--- src/hw/tec_defs.vh ---
// constants for the transient event counter control block
`ifndef TEC_DEFS_VH
`define TEC_DEFS_VH

// time base
`define TEC_CLK_HZ 32'h02FAF080
`define TEC_TICK_S 32'h00000001
`define TEC_SEC_PER_MIN 6'h3B

// register byte offsets
`define TEC_OFS_CTRL 8'h00
`define TEC_OFS_KEY 8'h04
`define TEC_OFS_THR 8'h08
`define TEC_OFS_SET 8'h0C
`define TEC_OFS_RATE 8'h10
`define TEC_OFS_TIME 8'h14
`define TEC_OFS_CNT0 8'h18
`define TEC_OFS_NWT 8'h30

// control register bits
`define TEC_CTRL_TOGGLE 0
`define TEC_CTRL_FUNC 1

// key action codes and data field
`define TEC_KEY_RATE 4'h1
`define TEC_KEY_TIME_UP 4'h2
`define TEC_KEY_TIME_DN 4'h3
`define TEC_KEY_TIME_LD 4'h4
`define TEC_KEY_LOW_UP 4'h5
`define TEC_KEY_LOW_DN 4'h6
`define TEC_KEY_LOW_LD 4'h7
`define TEC_KEY_STEP 4'h8
`define TEC_KEY_PHASE 4'h9
`define TEC_KEY_GAIN 4'hA
`define TEC_KEY_FILT 4'hB
`define TEC_KEY_DATA_LSB 16

// setting ranges and reset values
`define TEC_TIME_MAX 14'h270F
`define TEC_TIME_STEP 14'h0005
`define TEC_TIME_RST 14'h0000
`define TEC_LOW_MIN 7'h1E
`define TEC_LOW_MAX 7'h6E
`define TEC_LOW_RST 7'h44
`define TEC_STEP_MIN 3'h2
`define TEC_STEP_MAX 3'h6
`define TEC_STEP_RST 3'h4
`define TEC_PH_MIN 6'h05
`define TEC_PH_MAX 6'h2D
`define TEC_PH_STEP 6'h05
`define TEC_PH_RST 6'h14
`define TEC_GN_MIN 4'h2
`define TEC_GN_MAX 4'hA
`define TEC_GN_RST 4'hA
`define TEC_RATE_A 7'h07
`define TEC_RATE_B 7'h08
`define TEC_RATE_C 7'h64
`define TEC_FILT_MAX 3'h4
`define TEC_FILT_RST 3'h0

`endif

--- src/hw/tec_top.v ---
// transient event counter control with its AHB-Lite register slave
`include "tec_defs.vh"
`default_nettype none

// Contract
// - start/stop toggles stopped/running; timer counts only while running
// - count rate cycles 7, 8, 100 per second; caps events per second
// - run time 0 to 9999 minutes; zero means no limit
// - run time up/down keys move by five minutes
// - low impulse threshold 30 to 110 dBrn, 1 dBrn per key
// - step cycles 2..6 dB; mid is low plus step, high is mid plus step
// - phase threshold cycles 5..45 degrees in steps of five
// - gain threshold cycles 2..10 dB in steps of one
// - noise filter choice feeds impulse detection only
// - six separate counters: three impulse levels, phase, gain, dropouts
// - noise-with-tone reading follows its input while stopped
// - noise-with-tone reading frozen while running
// - elapsed non-zero run time stops the measurement
// - any setting change restarts: time and counts cleared, counting anew
// - counters and elapsed time stay readable during a run
// - entering the transients function selects the 1004 Hz holding tone
module tec_top #(
	parameter SEC_CYCLES = `TEC_CLK_HZ * `TEC_TICK_S,
	parameter CW = 16,
	parameter NW = 8
) (
	input wire MCLK, // system clock, 50 MHz
	input wire RESET, // synchronous reset, high
	input wire HSEL, // slave select
	input wire [31:0] HADDR, // byte address
	input wire [1:0] HTRANS, // transfer type
	input wire HWRITE, // write when high
	input wire [2:0] HSIZE, // transfer size
	input wire [31:0] HWDATA, // write data
	input wire HREADY, // bus ready in
	output reg [31:0] HRDATA, // read data
	output wire HREADYOUT, // always ready
	output wire HRESP, // always OKAY
	input wire IMP_LO_HIT, // impulse over low threshold
	input wire IMP_MID_HIT, // impulse over mid threshold
	input wire IMP_HI_HIT, // impulse over high threshold
	input wire PHASE_HIT, // phase jump detected
	input wire GAIN_HIT, // gain jump detected
	input wire DROPOUT_HIT, // dropout detected
	input wire [NW-1:0] NWT_LEVEL, // live noise-with-tone, dBrn
	output reg [6:0] IMP_LOW_THR, // low impulse threshold, dBrn
	output reg [6:0] IMP_MID_THR, // mid impulse threshold, dBrn
	output reg [6:0] IMP_HIGH_THR, // high impulse threshold, dBrn
	output reg [2:0] IMP_FILTER, // weighting filter, impulse path
	output reg [5:0] PHASE_THR, // phase jump threshold, degrees
	output reg [3:0] GAIN_THR, // gain jump threshold, dB
	output reg HOLD_TONE, // transmit 1004 Hz holding tone
	output reg RUNNING // measurement running
);

	localparam ST_STOP = 2'b01;
	localparam ST_RUN = 2'b10;
	reg [1:0] state, next_state;
	reg func_on;
	reg [13:0] time_limit;
	reg [6:0] impulse_low_threshold;
	reg [2:0] impulse_threshold_increment;
	reg [5:0] phase_jump_threshold;
	reg [3:0] gain_jump_threshold;
	reg [1:0] rate_sel;
	reg [6:0] rate;
	reg [2:0] filt;
	reg [31:0] sec_div;
	reg sec_tick;
	reg [5:0] el_sec;
	reg [13:0] el_min;
	reg [NW-1:0] nwt_hold;
	reg [NW-1:0] nwt_s1, nwt_s2, nwt_s3;
	reg wr_pend;
	reg [7:0] wr_addr;
	reg [31:0] next_rdata;
	reg restart, limit_hit;
	wire addr_ok, key_wr, ctrl_wr;
	wire [3:0] key_code;
	wire [13:0] key_data;
	wire [5:0] hits;
	wire [6*CW-1:0] counts;
	wire run_now;
	wire start_now = (state == ST_STOP) && (next_state == ST_RUN);

	assign HREADYOUT = 1'b1;
	assign HRESP = 1'b0;
	assign addr_ok = HSEL & HTRANS[1] & HREADY;

	// capture write address phase
	always @(posedge MCLK) begin
		if (RESET) begin
			wr_pend <= 1'b0;
			wr_addr <= 8'h00;
		end else begin
			wr_pend <= addr_ok & HWRITE;
			wr_addr <= HADDR[7:0];
		end
	end

	assign ctrl_wr = wr_pend & (wr_addr == `TEC_OFS_CTRL);
	assign key_wr = wr_pend & (wr_addr == `TEC_OFS_KEY);
	assign key_code = HWDATA[3:0];
	assign key_data = HWDATA[`TEC_KEY_DATA_LSB+13:`TEC_KEY_DATA_LSB];

	// function select and holding tone
	always @(posedge MCLK) begin
		if (RESET) begin
			func_on <= 1'b0;
			HOLD_TONE <= 1'b0;
		end else if (ctrl_wr) begin
			func_on <= HWDATA[`TEC_CTRL_FUNC];
			HOLD_TONE <= HWDATA[`TEC_CTRL_FUNC];
		end
	end

	// settings driven by key actions
	always @(posedge MCLK) begin
		if (RESET) begin
			time_limit <= `TEC_TIME_RST;
			impulse_low_threshold <= `TEC_LOW_RST;
			impulse_threshold_increment <= `TEC_STEP_RST;
			phase_jump_threshold <= `TEC_PH_RST;
			gain_jump_threshold <= `TEC_GN_RST;
			rate_sel <= 2'h0;
			filt <= `TEC_FILT_RST;
		end else if (key_wr) begin
			case (key_code)
			`TEC_KEY_RATE:
				rate_sel <= (rate_sel == 2'h2) ? 2'h0 : rate_sel + 2'h1;
			`TEC_KEY_TIME_UP:
				if (time_limit > `TEC_TIME_MAX - `TEC_TIME_STEP)
					time_limit <= `TEC_TIME_MAX;
				else
					time_limit <= time_limit + `TEC_TIME_STEP;
			`TEC_KEY_TIME_DN:
				if (time_limit < `TEC_TIME_STEP)
					time_limit <= 14'h0000;
				else
					time_limit <= time_limit - `TEC_TIME_STEP;
			`TEC_KEY_TIME_LD:
				if (key_data > `TEC_TIME_MAX)
					time_limit <= `TEC_TIME_MAX;
				else
					time_limit <= key_data;
			`TEC_KEY_LOW_UP:
				if (impulse_low_threshold < `TEC_LOW_MAX)
					impulse_low_threshold <= impulse_low_threshold + 7'h01;
			`TEC_KEY_LOW_DN:
				if (impulse_low_threshold > `TEC_LOW_MIN)
					impulse_low_threshold <= impulse_low_threshold - 7'h01;
			`TEC_KEY_LOW_LD:
				if (key_data < {7'h00, `TEC_LOW_MIN})
					impulse_low_threshold <= `TEC_LOW_MIN;
				else if (key_data > {7'h00, `TEC_LOW_MAX})
					impulse_low_threshold <= `TEC_LOW_MAX;
				else
					impulse_low_threshold <= key_data[6:0];
			`TEC_KEY_STEP:
				if (impulse_threshold_increment == `TEC_STEP_MAX)
					impulse_threshold_increment <= `TEC_STEP_MIN;
				else
					impulse_threshold_increment <=
						impulse_threshold_increment + 3'h1;
			`TEC_KEY_PHASE:
				if (phase_jump_threshold == `TEC_PH_MAX)
					phase_jump_threshold <= `TEC_PH_MIN;
				else
					phase_jump_threshold <=
						phase_jump_threshold + `TEC_PH_STEP;
			`TEC_KEY_GAIN:
				if (gain_jump_threshold == `TEC_GN_MAX)
					gain_jump_threshold <= `TEC_GN_MIN;
				else
					gain_jump_threshold <= gain_jump_threshold + 4'h1;
			`TEC_KEY_FILT:
				if (key_data[2:0] <= `TEC_FILT_MAX)
					filt <= key_data[2:0];
			default: filt <= filt;
			endcase
		end
	end

	// a valid key action restarts the run
	always @* begin
		restart = 1'b0;
		if (key_wr && key_code >= `TEC_KEY_RATE && key_code <= `TEC_KEY_FILT)
			restart = 1'b1;
	end

	// rate choice decode
	always @* begin
		case (rate_sel)
		2'h0: rate = `TEC_RATE_A;
		2'h1: rate = `TEC_RATE_B;
		default: rate = `TEC_RATE_C;
		endcase
	end

	// thresholds and filter out to the detectors
	always @(posedge MCLK) begin
		if (RESET) begin
			IMP_LOW_THR <= `TEC_LOW_RST;
			IMP_MID_THR <= `TEC_LOW_RST + {4'h0, `TEC_STEP_RST};
			IMP_HIGH_THR <= `TEC_LOW_RST + {3'h0, `TEC_STEP_RST, 1'b0};
			IMP_FILTER <= `TEC_FILT_RST;
			PHASE_THR <= `TEC_PH_RST;
			GAIN_THR <= `TEC_GN_RST;
		end else begin
			IMP_LOW_THR <= impulse_low_threshold;
			IMP_MID_THR <= impulse_low_threshold +
				{4'h0, impulse_threshold_increment};
			IMP_HIGH_THR <= impulse_low_threshold +
				{3'h0, impulse_threshold_increment, 1'b0};
			IMP_FILTER <= filt;
			PHASE_THR <= phase_jump_threshold;
			GAIN_THR <= gain_jump_threshold;
		end
	end

	// limit reached at the last second of the last minute
	always @* begin
		limit_hit = 1'b0;
		if (time_limit != 14'h0000 && sec_tick && el_sec == `TEC_SEC_PER_MIN
			&& el_min + 14'h0001 >= time_limit)
			limit_hit = 1'b1;
	end

	// start/stop state machine
	always @* begin
		next_state = state;
		case (state)
		ST_STOP: begin
			if (ctrl_wr && HWDATA[`TEC_CTRL_TOGGLE] && func_on &&
				HWDATA[`TEC_CTRL_FUNC])
				next_state = ST_RUN;
		end
		ST_RUN: begin
			if (ctrl_wr && HWDATA[`TEC_CTRL_TOGGLE])
				next_state = ST_STOP;
			else if (ctrl_wr && !HWDATA[`TEC_CTRL_FUNC])
				next_state = ST_STOP;
			else if (limit_hit && !restart)
				next_state = ST_STOP;
		end
		default: next_state = ST_STOP;
		endcase
	end

	always @(posedge MCLK) begin
		if (RESET) begin
			state <= ST_STOP;
			RUNNING <= 1'b0;
		end else begin
			state <= next_state;
			RUNNING <= (next_state == ST_RUN);
		end
	end

	assign run_now = (state == ST_RUN);

	// one-second time base, realigned on start and restart
	always @(posedge MCLK) begin
		if (RESET || restart || !run_now) begin
			sec_div <= 32'h00000000;
			sec_tick <= 1'b0;
		end else if (sec_div == SEC_CYCLES - 1) begin
			sec_div <= 32'h00000000;
			sec_tick <= 1'b1;
		end else begin
			sec_div <= sec_div + 32'h00000001;
			sec_tick <= 1'b0;
		end
	end

	// elapsed time; cleared on start and on restart, kept on stop
	always @(posedge MCLK) begin
		if (RESET || restart || start_now) begin
			el_sec <= 6'h00;
			el_min <= 14'h0000;
		end else if (run_now && sec_tick) begin
			if (el_sec == `TEC_SEC_PER_MIN) begin
				el_sec <= 6'h00;
				if (el_min != `TEC_TIME_MAX)
					el_min <= el_min + 14'h0001;
			end else begin
				el_sec <= el_sec + 6'h01;
			end
		end
	end

	// noise-with-tone: taken once two synced samples agree, frozen running
	always @(posedge MCLK) begin
		if (RESET) begin
			nwt_s1 <= {NW{1'b0}};
			nwt_s2 <= {NW{1'b0}};
			nwt_s3 <= {NW{1'b0}};
			nwt_hold <= {NW{1'b0}};
		end else begin
			nwt_s1 <= NWT_LEVEL;
			nwt_s2 <= nwt_s1;
			nwt_s3 <= nwt_s2;
			if (!run_now && nwt_s2 == nwt_s3)
				nwt_hold <= nwt_s2;
		end
	end

	// six event channels
	assign hits = {DROPOUT_HIT, GAIN_HIT, PHASE_HIT,
		IMP_HI_HIT, IMP_MID_HIT, IMP_LO_HIT};
	genvar gi;
	generate
		for (gi = 0; gi < 6; gi = gi + 1) begin : g_ch
			tec_evt_cnt #(
				.CW(CW)
			) u_cnt (
				.clk(MCLK),
				.rst(RESET),
				.evt_pin(hits[gi]),
				.run(run_now),
				.clear(restart | start_now),
				.sec_tick(sec_tick),
				.rate(rate),
				.count(counts[gi*CW +: CW])
			);
		end
	endgenerate

	// read data chosen in the address phase
	always @* begin
		next_rdata = 32'h00000000;
		case (HADDR[7:0])
		`TEC_OFS_CTRL: next_rdata = {30'h00000000, func_on, run_now};
		`TEC_OFS_THR: next_rdata = {5'h00, impulse_threshold_increment,
			1'b0, IMP_HIGH_THR, 1'b0, IMP_MID_THR, 1'b0,
			impulse_low_threshold};
		`TEC_OFS_SET: next_rdata = {4'h0, gain_jump_threshold, 2'h0,
			phase_jump_threshold, 2'h0, time_limit};
		`TEC_OFS_RATE: next_rdata = {21'h000000, filt, 1'b0, rate};
		`TEC_OFS_TIME: next_rdata = {10'h000, el_sec, 2'h0, el_min};
		`TEC_OFS_CNT0: next_rdata = {{(32-CW){1'b0}}, counts[0 +: CW]};
		`TEC_OFS_CNT0 + 8'h04:
			next_rdata = {{(32-CW){1'b0}}, counts[CW +: CW]};
		`TEC_OFS_CNT0 + 8'h08:
			next_rdata = {{(32-CW){1'b0}}, counts[2*CW +: CW]};
		`TEC_OFS_CNT0 + 8'h0C:
			next_rdata = {{(32-CW){1'b0}}, counts[3*CW +: CW]};
		`TEC_OFS_CNT0 + 8'h10:
			next_rdata = {{(32-CW){1'b0}}, counts[4*CW +: CW]};
		`TEC_OFS_CNT0 + 8'h14:
			next_rdata = {{(32-CW){1'b0}}, counts[5*CW +: CW]};
		`TEC_OFS_NWT: next_rdata = {{(32-NW){1'b0}}, nwt_hold};
		default: next_rdata = 32'h00000000;
		endcase
	end

	// read data register, loaded on a read address phase
	always @(posedge MCLK) begin
		if (RESET)
			HRDATA <= 32'h00000000;
		else if (addr_ok && !HWRITE)
			HRDATA <= next_rdata;
	end

endmodule // tec_top

`default_nettype wire

--- src/hw/tec_evt_cnt.v ---
// one event channel: pin synchroniser, edge detect, rate limit, counter
`default_nettype none

module tec_evt_cnt #(
	parameter CW = 16
) (
	input wire clk, // system clock
	input wire rst, // synchronous reset, high
	input wire evt_pin, // raw detector output, asynchronous
	input wire run, // counting allowed
	input wire clear, // restart: zero count and budget
	input wire sec_tick, // one-second boundary
	input wire [6:0] rate, // most events counted per second
	output reg [CW-1:0] count // events counted so far
);

	reg s1;
	reg s2;
	reg s3;
	reg [6:0] used;
	wire rise;
	wire room;

	// two-stage synchroniser plus one stage for the edge
	always @(posedge clk) begin
		if (rst) begin
			s1 <= 1'b0;
			s2 <= 1'b0;
			s3 <= 1'b0;
		end else begin
			s1 <= evt_pin;
			s2 <= s1;
			s3 <= s2;
		end
	end

	assign rise = s2 & ~s3;
	assign room = (used < rate);

	// per-second budget and saturating count
	always @(posedge clk) begin
		if (rst || clear) begin
			used <= 7'h00;
			count <= {CW{1'b0}};
		end else begin
			if (sec_tick)
				used <= 7'h00;
			else if (run && rise && room)
				used <= used + 7'h01;
			if (run && rise && room && !sec_tick && count != {CW{1'b1}})
				count <= count + {{(CW-1){1'b0}}, 1'b1};
		end
	end

endmodule // tec_evt_cnt

`default_nettype wire

--- config.mk ---
export PLATFORM = sky130hd
export DESIGN_NAME = tec_top
export DESIGN_NICKNAME = d
export VERILOG_FILES = /design/src/hw/tec_top.v /design/src/hw/tec_evt_cnt.v
export VERILOG_INCLUDE_DIRS = /design/src /design/src/hw
export SDC_FILE = /design/constraint.sdc
export NUM_CORES = 1
export LEC_CHECK = 0
export BUFFER_PORTS_ARGS = -buffer_cell sky130_fd_sc_hd__clkbuf_2
export CAP_MARGIN = 5
export CORE_ASPECT_RATIO = 1.25
export CORE_MARGIN = 2
export CORE_UTILIZATION = 55
export CTS_CLUSTER_DIAMETER = 120
export DETAILED_ROUTE_END_ITERATION = 10
export GPL_TIMING_DRIVEN = 0
export HOLD_SLACK_MARGIN = 0.15
export PLACE_DENSITY = 0.78
export SLEW_MARGIN = 5
export SYNTH_ARGS = -nofsm -noshare
export SYNTH_HDL_FRONTEND = slang
export SYNTH_SLANG_ARGS = --single-unit
--- constraint.sdc ---
create_clock -name MCLK -period 3.5 [get_ports MCLK]
set_input_delay 0.7 -clock MCLK [delete_from_list [all_inputs] [get_ports MCLK]]
set_output_delay 0.7 -clock MCLK [all_outputs]
set_load 0.005 [all_outputs]
Word-level counts from Yosys, hierarchy flattened
Cells that the tools add are included.

storage, ports and cells
  register bits after elaboration = 359
  bits of input ports = 88
  word-level logic and storage cells = 247

cells by class
  add/subtract/negate cells = 25
  order comparisons = 17
  equal/unequal tests = 43
  mux-type cells = 24
  bitwise operators = 18
  reduce and logical (&&, ||, !) cells = 63

operators by type and width
  operator                                                                        count
  28-bit one-hot mux with 12 select lines                                         1
  16-bit by 1-bit adder with 16-bit output (second input constant)                6
  16-bit != test (second input constant)                                          6
  7-bit by 1-bit adder with 7-bit output (second input constant)                  7
  7-bit less-than comparator                                                      6
  14-bit 2-to-1 mux                                                               3
  14-bit one-hot mux with 3 select lines                                          1
  8-bit by 6-bit equality test with 1-bit output (second input constant)          5
  1-bit logical AND                                                               38
  32-bit by 1-bit adder with 32-bit output (second input constant)                1
  32-bit by 26-bit equality test with 1-bit output (second input constant)        1
  8-bit by 5-bit equality test with 1-bit output (second input constant)          4
  14-bit > comparator (second input constant)                                     2
  7-bit 2-to-1 mux                                                                4
  7-bit one-hot mux with 3 select lines                                           1
  4-bit equality test (second input constant)                                     5
  4-bit by 3-bit equality test with 1-bit output (second input constant)          4
  8-bit by 4-bit equality test with 1-bit output (second input constant)          2
  8-bit logical NOT                                                               2
  14-bit by 1-bit adder with 14-bit output (second input constant)                1
  14-bit by 3-bit adder with 14-bit output (second input constant)                1
  14-bit >= comparator                                                            1
  14-bit by 7-bit > comparator with 1-bit output (second input constant)          1
  14-bit by 3-bit less-than comparator with 1-bit output (second input constant)  1
  44 further kinds                                                                86

Longest topological paths before layout
  depth after elaboration = 16
  depth in mapped cells = 16
  depth with buffers taken out = 12

Hierarchy
A second synthesis with hierarchy kept.

second synthesis, totals
  cell total of the unflattened synthesis = 2373
  area total of the unflattened synthesis = 19636.3 um^2

by module, submodules not included
  module       times used  cells an instance  area an instance (um^2)  sequential area each (um^2)
  tec_top      1           1365               11055.6                  3943.8
  tec_evt_cnt  6           168                1430.1                   520.5

Least setup slack after synthesis
Ideal clock, no wire load.

  kind = input to register
  start = input port HWDATA[2]
  end = register impulse_low_threshold[6]
  library setup time = 0.136 ns
  data arrival time = 2.934 ns
  data required time = 3.364 ns
  slack = 0.430 ns
  stages on the path = 10
  path buffers = 1
  cell sequence = clkbuf_1 nor2b_1 and2_1 ha_1 nor2b_1 o31a_1 o21a_1 or4_1 o2111ai_1 nand3_1

between the ends
  cells in the longest elaborated chain, start to end = 3

ends and longest elaborated chain
  what                                                                  line           source
  from (decl)                                                           tec_top.v:34   input wire [31:0] HWDATA,
  4-bit by 3-bit equality test with 1-bit output                        tec_top.v:128  case (key_code)
  2-bit != test (no source line) or 3-bit nonzero test (tied branches)  -
  4-bit AND reduction (no source line)                                  -
  to (signal assigned)                                                  tec_top.v:121  impulse_low_threshold <= `TEC_LOW_RST;
  to (signal assigned)                                                  tec_top.v:148  impulse_low_threshold <= impulse_low_threshold + 7'h01;
  to (signal assigned)                                                  tec_top.v:151  impulse_low_threshold <= impulse_low_threshold - 7'h01;
  to (decl)                                                             tec_top.v:61   reg [6:0] impulse_low_threshold;

Parallel ways exist; a longest one is shown, timed or not.
A chain may end at the register's enable or synchronous reset.

Worst setup path in the final report
  start = register el_min[3]
  end = register g_ch[3].u_cnt.count[0]

between the ends
  cells in the longest elaborated chain, start to end = 13

ends and longest elaborated chain
  what                                      line              source
  from (decl)                               tec_top.v:71      reg [13:0] el_min;
  from (signal assigned)                    tec_top.v:285     el_min <= el_min + 14'h0001;
  14-bit by 1-bit adder with 14-bit output  tec_top.v:225     && el_min + 14'h0001 >= time_limit)
  14-bit >= comparator                      tec_top.v:225
  1-bit logical AND                         tec_top.v:224     if (time_limit != 14'h0000 && sec_tick && el_sec == `TEC_SEC_PER_MIN
  1-bit 2-to-1 mux                          tec_top.v:224
  1-bit logical AND                         tec_top.v:243     else if (limit_hit && !restart)
  2-bit 2-to-1 mux                          tec_top.v:243
  2-bit 2-to-1 mux                          tec_top.v:241     else if (ctrl_wr && !HWDATA[`TEC_CTRL_FUNC])
  2-bit 2-to-1 mux                          tec_top.v:239     if (ctrl_wr && HWDATA[`TEC_CTRL_TOGGLE])
  2-bit one-hot mux with 2 select lines     tec_top.v:232     case (state)
  2-bit equality test                       tec_top.v:84      wire start_now = (state == ST_STOP) && (next_state == ST_RUN);
  1-bit logical AND                         tec_top.v:84
  1-bit OR                                  tec_top.v:321     .clear(restart | start_now),
  1-bit logical OR                          tec_evt_cnt.v:42  if (rst || clear) begin
  to (signal assigned)                      tec_evt_cnt.v:44  count <= {CW{1'b0}};
  to (signal assigned)                      tec_evt_cnt.v:51  count <= count + {{(CW-1){1'b0}}, 1'b1};
  to (decl)                                 tec_evt_cnt.v:14  output reg [CW-1:0] count

Every way passes these cells.

==> metrics.txt <==
gr usage total 0.343; max_cap viols 0; dpl ws -0.763 ns; fin crit share 0.969; H-Tree Depth 2; XOR/XNOR Fraction of Synth Area 0.0817; CP cell instances nand3_2 -> nor2_4 -> and3_1 -> and3_1 -> xor2_1 -> ha_1 -> a21oi_1 -> o21ai_0 -> a21oi_1 -> o41a_1 -> o21a_1 -> clkbuf_4 -> buf_2 -> nor2_1; Max Fanout on Critical Path 10; Seq/Total Area, Yosys 0.377; CP required 3.91 ns; CTS root buf clkbuf_16; yosys warns 0; first-pass iteration count of the detailed router 6; final hold violations 0; slowest CP cell dfxtp_2; Leakage slightly below 0.008 uW; die width around 170 um; post-synthesis simple-gate area fraction 0.266; Synth Area in Compound Gates 0.146; DIE AREA 0.0356 sq mm; synthesized cell area 0.0188 sq mm; WL/cell approximately 22 um; initial antenna violation count 3; CTS tree done; Post-DRT Antenna Nets 0; Multi-input gate area about 0.011 sq mm; Clock Latency Late Sink ~0.55 ns; synth-to-layout area growth 13.6%; Post-route DRC 0; clock-pin slew on the worst setup and hold paths about 0.060 ns; Distinct cells, synth a little under 90; Die Height 210 um; register-to-register setup slack ~0.11 ns; Post-CTS Hold Buffers 0; Slew HR 0.0634; Crit Path Category reg -> reg; vias in the first global route about 17,000; via/cell ratio around 6.3; FF+latch count, synth between 300 and 400; most common cell after layout, fill and taps aside dfxtp_1; Crit path arrival time 3.81 ns; clock buffer depth 3; pin count of the biggest net entering global routing 15; CTS Buf Count 39; top_reg_cell synth dfxtp_1; share of post-route cells with drive strength above 1 0.108; total power per unit cell area 417 mW/mm^2; min Tclk post-route between 3 and 4 ns; Metal-1 WL around 24,000 um; DP Wirelength between 40,000 and 50,000 um; Via Count between 15,000 and 20,000; met2 WL between 20,000 and 30,000 um; I/O pin count roughly 160; Post-synth EDFFs 0; Storage cell area approximately 0.0071 sq mm; clk sinks 353; worst hold margin ~0.36 ns; DRT iter0 DRCs 1,648; ys async rst share 0; met3 WL ~4800 um; Final Max Slew Viols 0; Post-Synthesis Cells around 2,200; Starting Density 0.558; Avg Cell Area, Syn between 8 and 9 sq um; clk_skew approximately 0.014 ns; Fin Setup TNS 0 ns; GP Congestion roughly 1.1; Min-Delay Path Class in -> reg; f_max 295 MHz; largest family of logic cells by synthesized area simple AND/OR/NAND/NOR gates; max layer used met5; nature of the critical path startpoint flop; final WL about 62,000 um; Port Buffers between 100 and 150; endpoints failing setup 0; nets@finish 2,556; Worst-Margin Slew 1.39 ns; proportion of synthesized area in mux cells 0.0293; setup ws final ~0.11 ns; first-pass GRT wire length 95,400 um; Rows 75; commonest non-fill, non-tap cells in the layout dfxtp_1 (347), nor2_1 (279), nand2_1 (157); Crit. End Element flop; Post-Route Utilization 0.634; outcome finished clean; fill count ~2,900; GR Overflow Total 0; Crit path largest cell delay between 0.4 and 0.5 ns; Post-Synth Adder-Cell Area 0.0584; maximum vdd drop approximately 490 uV; CORE AREA between 0.03 and 0.04 sq mm
power by group:
group	internal, uW	switching [uW]	total (uW)	leakage (uW)
combinational	146	301	447	0.00438
clock	2630	1720	4350	0.000658
sequential	4050	23.6	4080	0.00286
total	6830	2050	8880	0.00790
worst max-delay path: cells and delay by family, from the launching register on:
| family | cells | cell delay (ns) |
|---|---|---|
| flops | 1 | 0.45 |
| xor+xnor | 1 | 0.17 |
| fa+ha+maj | 1 | 0.28 |
| simple gates | 5 | 0.92 |
| buf+inv | 2 | 0.61 |
| compound gates | 5 | 0.84 |
cell families after synthesis:
logic type,count (synthesis)
other cells,2
xor+xnor,175
buf+inv,183
compound gates,404
mux,54
flops,353
fa+ha+maj,86
simple gates,975
cell usage after synthesis (10+ instances only):
cell type | instances | area [sq um]
nor3_1 | 56 | 280
nor2_1 | 280 | 1050
and3_1 | 42 | 263
mux2i_1 | 47 | 470
a221oi_1 | 18 | 158
and4_1 | 13 | 114
buf_1 | 10 | 37.5
or4_1 | 27 | 203
nand3_1 | 112 | 561
a32oi_1 | 10 | 87.6
o21ai_0 | 89 | 445
clkbuf_1 | 88 | 330
nor2b_1 | 87 | 544
or3_1 | 23 | 144
buf_2 | 16 | 80.1
and2_1 | 16 | 100
or2_2 | 13 | 81.3
xnor2_1 | 61 | 534
nor4_1 | 21 | 131
a31oi_1 | 14 | 87.6
buf_4 | 12 | 90.1
a211oi_1 | 13 | 97.6
xor2_1 | 114 | 998
inv_1 | 52 | 195
nand2b_1 | 11 | 68.8
o22ai_1 | 12 | 75.1
a21oi_1 | 98 | 490
ha_1 | 82 | 1030
dfxtp_1 | 353 | 7070
a22oi_1 | 21 | 158
nand2_1 | 158 | 593
nand4_1 | 68 | 425
o31ai_1 | 24 | 180
cell type report:
type                    count  share of cell area
plain buffers             126              0.0271
repair buffers            109              0.0267
diodes                      2            0.000235
flip-flops and latches    353               0.332
clock buffers              51              0.0508
inverters                  53             0.00952
clock inverters            18              0.0124
multi-input cells        1701               0.516
well taps                 423              0.0248
per-layer routing:
| metal | vias to the layer above | global-route usage |
|---|---|---|
| met2 | 870 | 0.587 |
| met3 | 233 | 0.0614 |
| met1 | 8487 | 0.398 |
| li1 | 8328 | - |
| met5 | - | 0 |
| met4 | 4 | 0.208 |
flip-flops by register name, summed over array words and instances (netlist names), 7 cells and up:
register               count
g_ch.u_cnt.used           42
IMP_MID_THR                7
nwt_s3                     8
impulse_low_threshold      7
nwt_hold                   8
time_limit                14
el_min                    14
HRDATA                    27
wr_addr                    8
sec_div                   32
nwt_s1                     8
nwt_s2                     8
g_ch.u_cnt.count          96
IMP_LOW_THR                7
final timing paths:
kind / from / to / cells past startpoint
min: DROPOUT_HIT / g_ch[5].u_cnt.s1 / 2
min reg2reg: nwt_s1[7] / nwt_s2[7] / 1
max reg2reg: el_min[3] / g_ch[3].u_cnt.count[0] / 14
max: el_min[3] / g_ch[3].u_cnt.count[0] / 14
stage by stage:
stage | cells | cell area [sq um] | total power (uW)
4_1_cts | 2833 | 21200 | 8900
5_1_grt | 2834 | 21300 | 9100
3_5_place_dp | 2765 | 19800 | 4600
2_1_floorplan | 2237 | 18800 | 4430
6_report | 2836 | 21300 | 8880
3_3_place_gp | 2764 | 19800 | 4590
repair_timing:
item / CTS / global route
endpoints found under the setup margin: 146 / 123
pin swaps: 0 / 2
buffers inserted: 0 / 4
resized for setup: 9 / 24
Power figures use the tool's default switching activity.
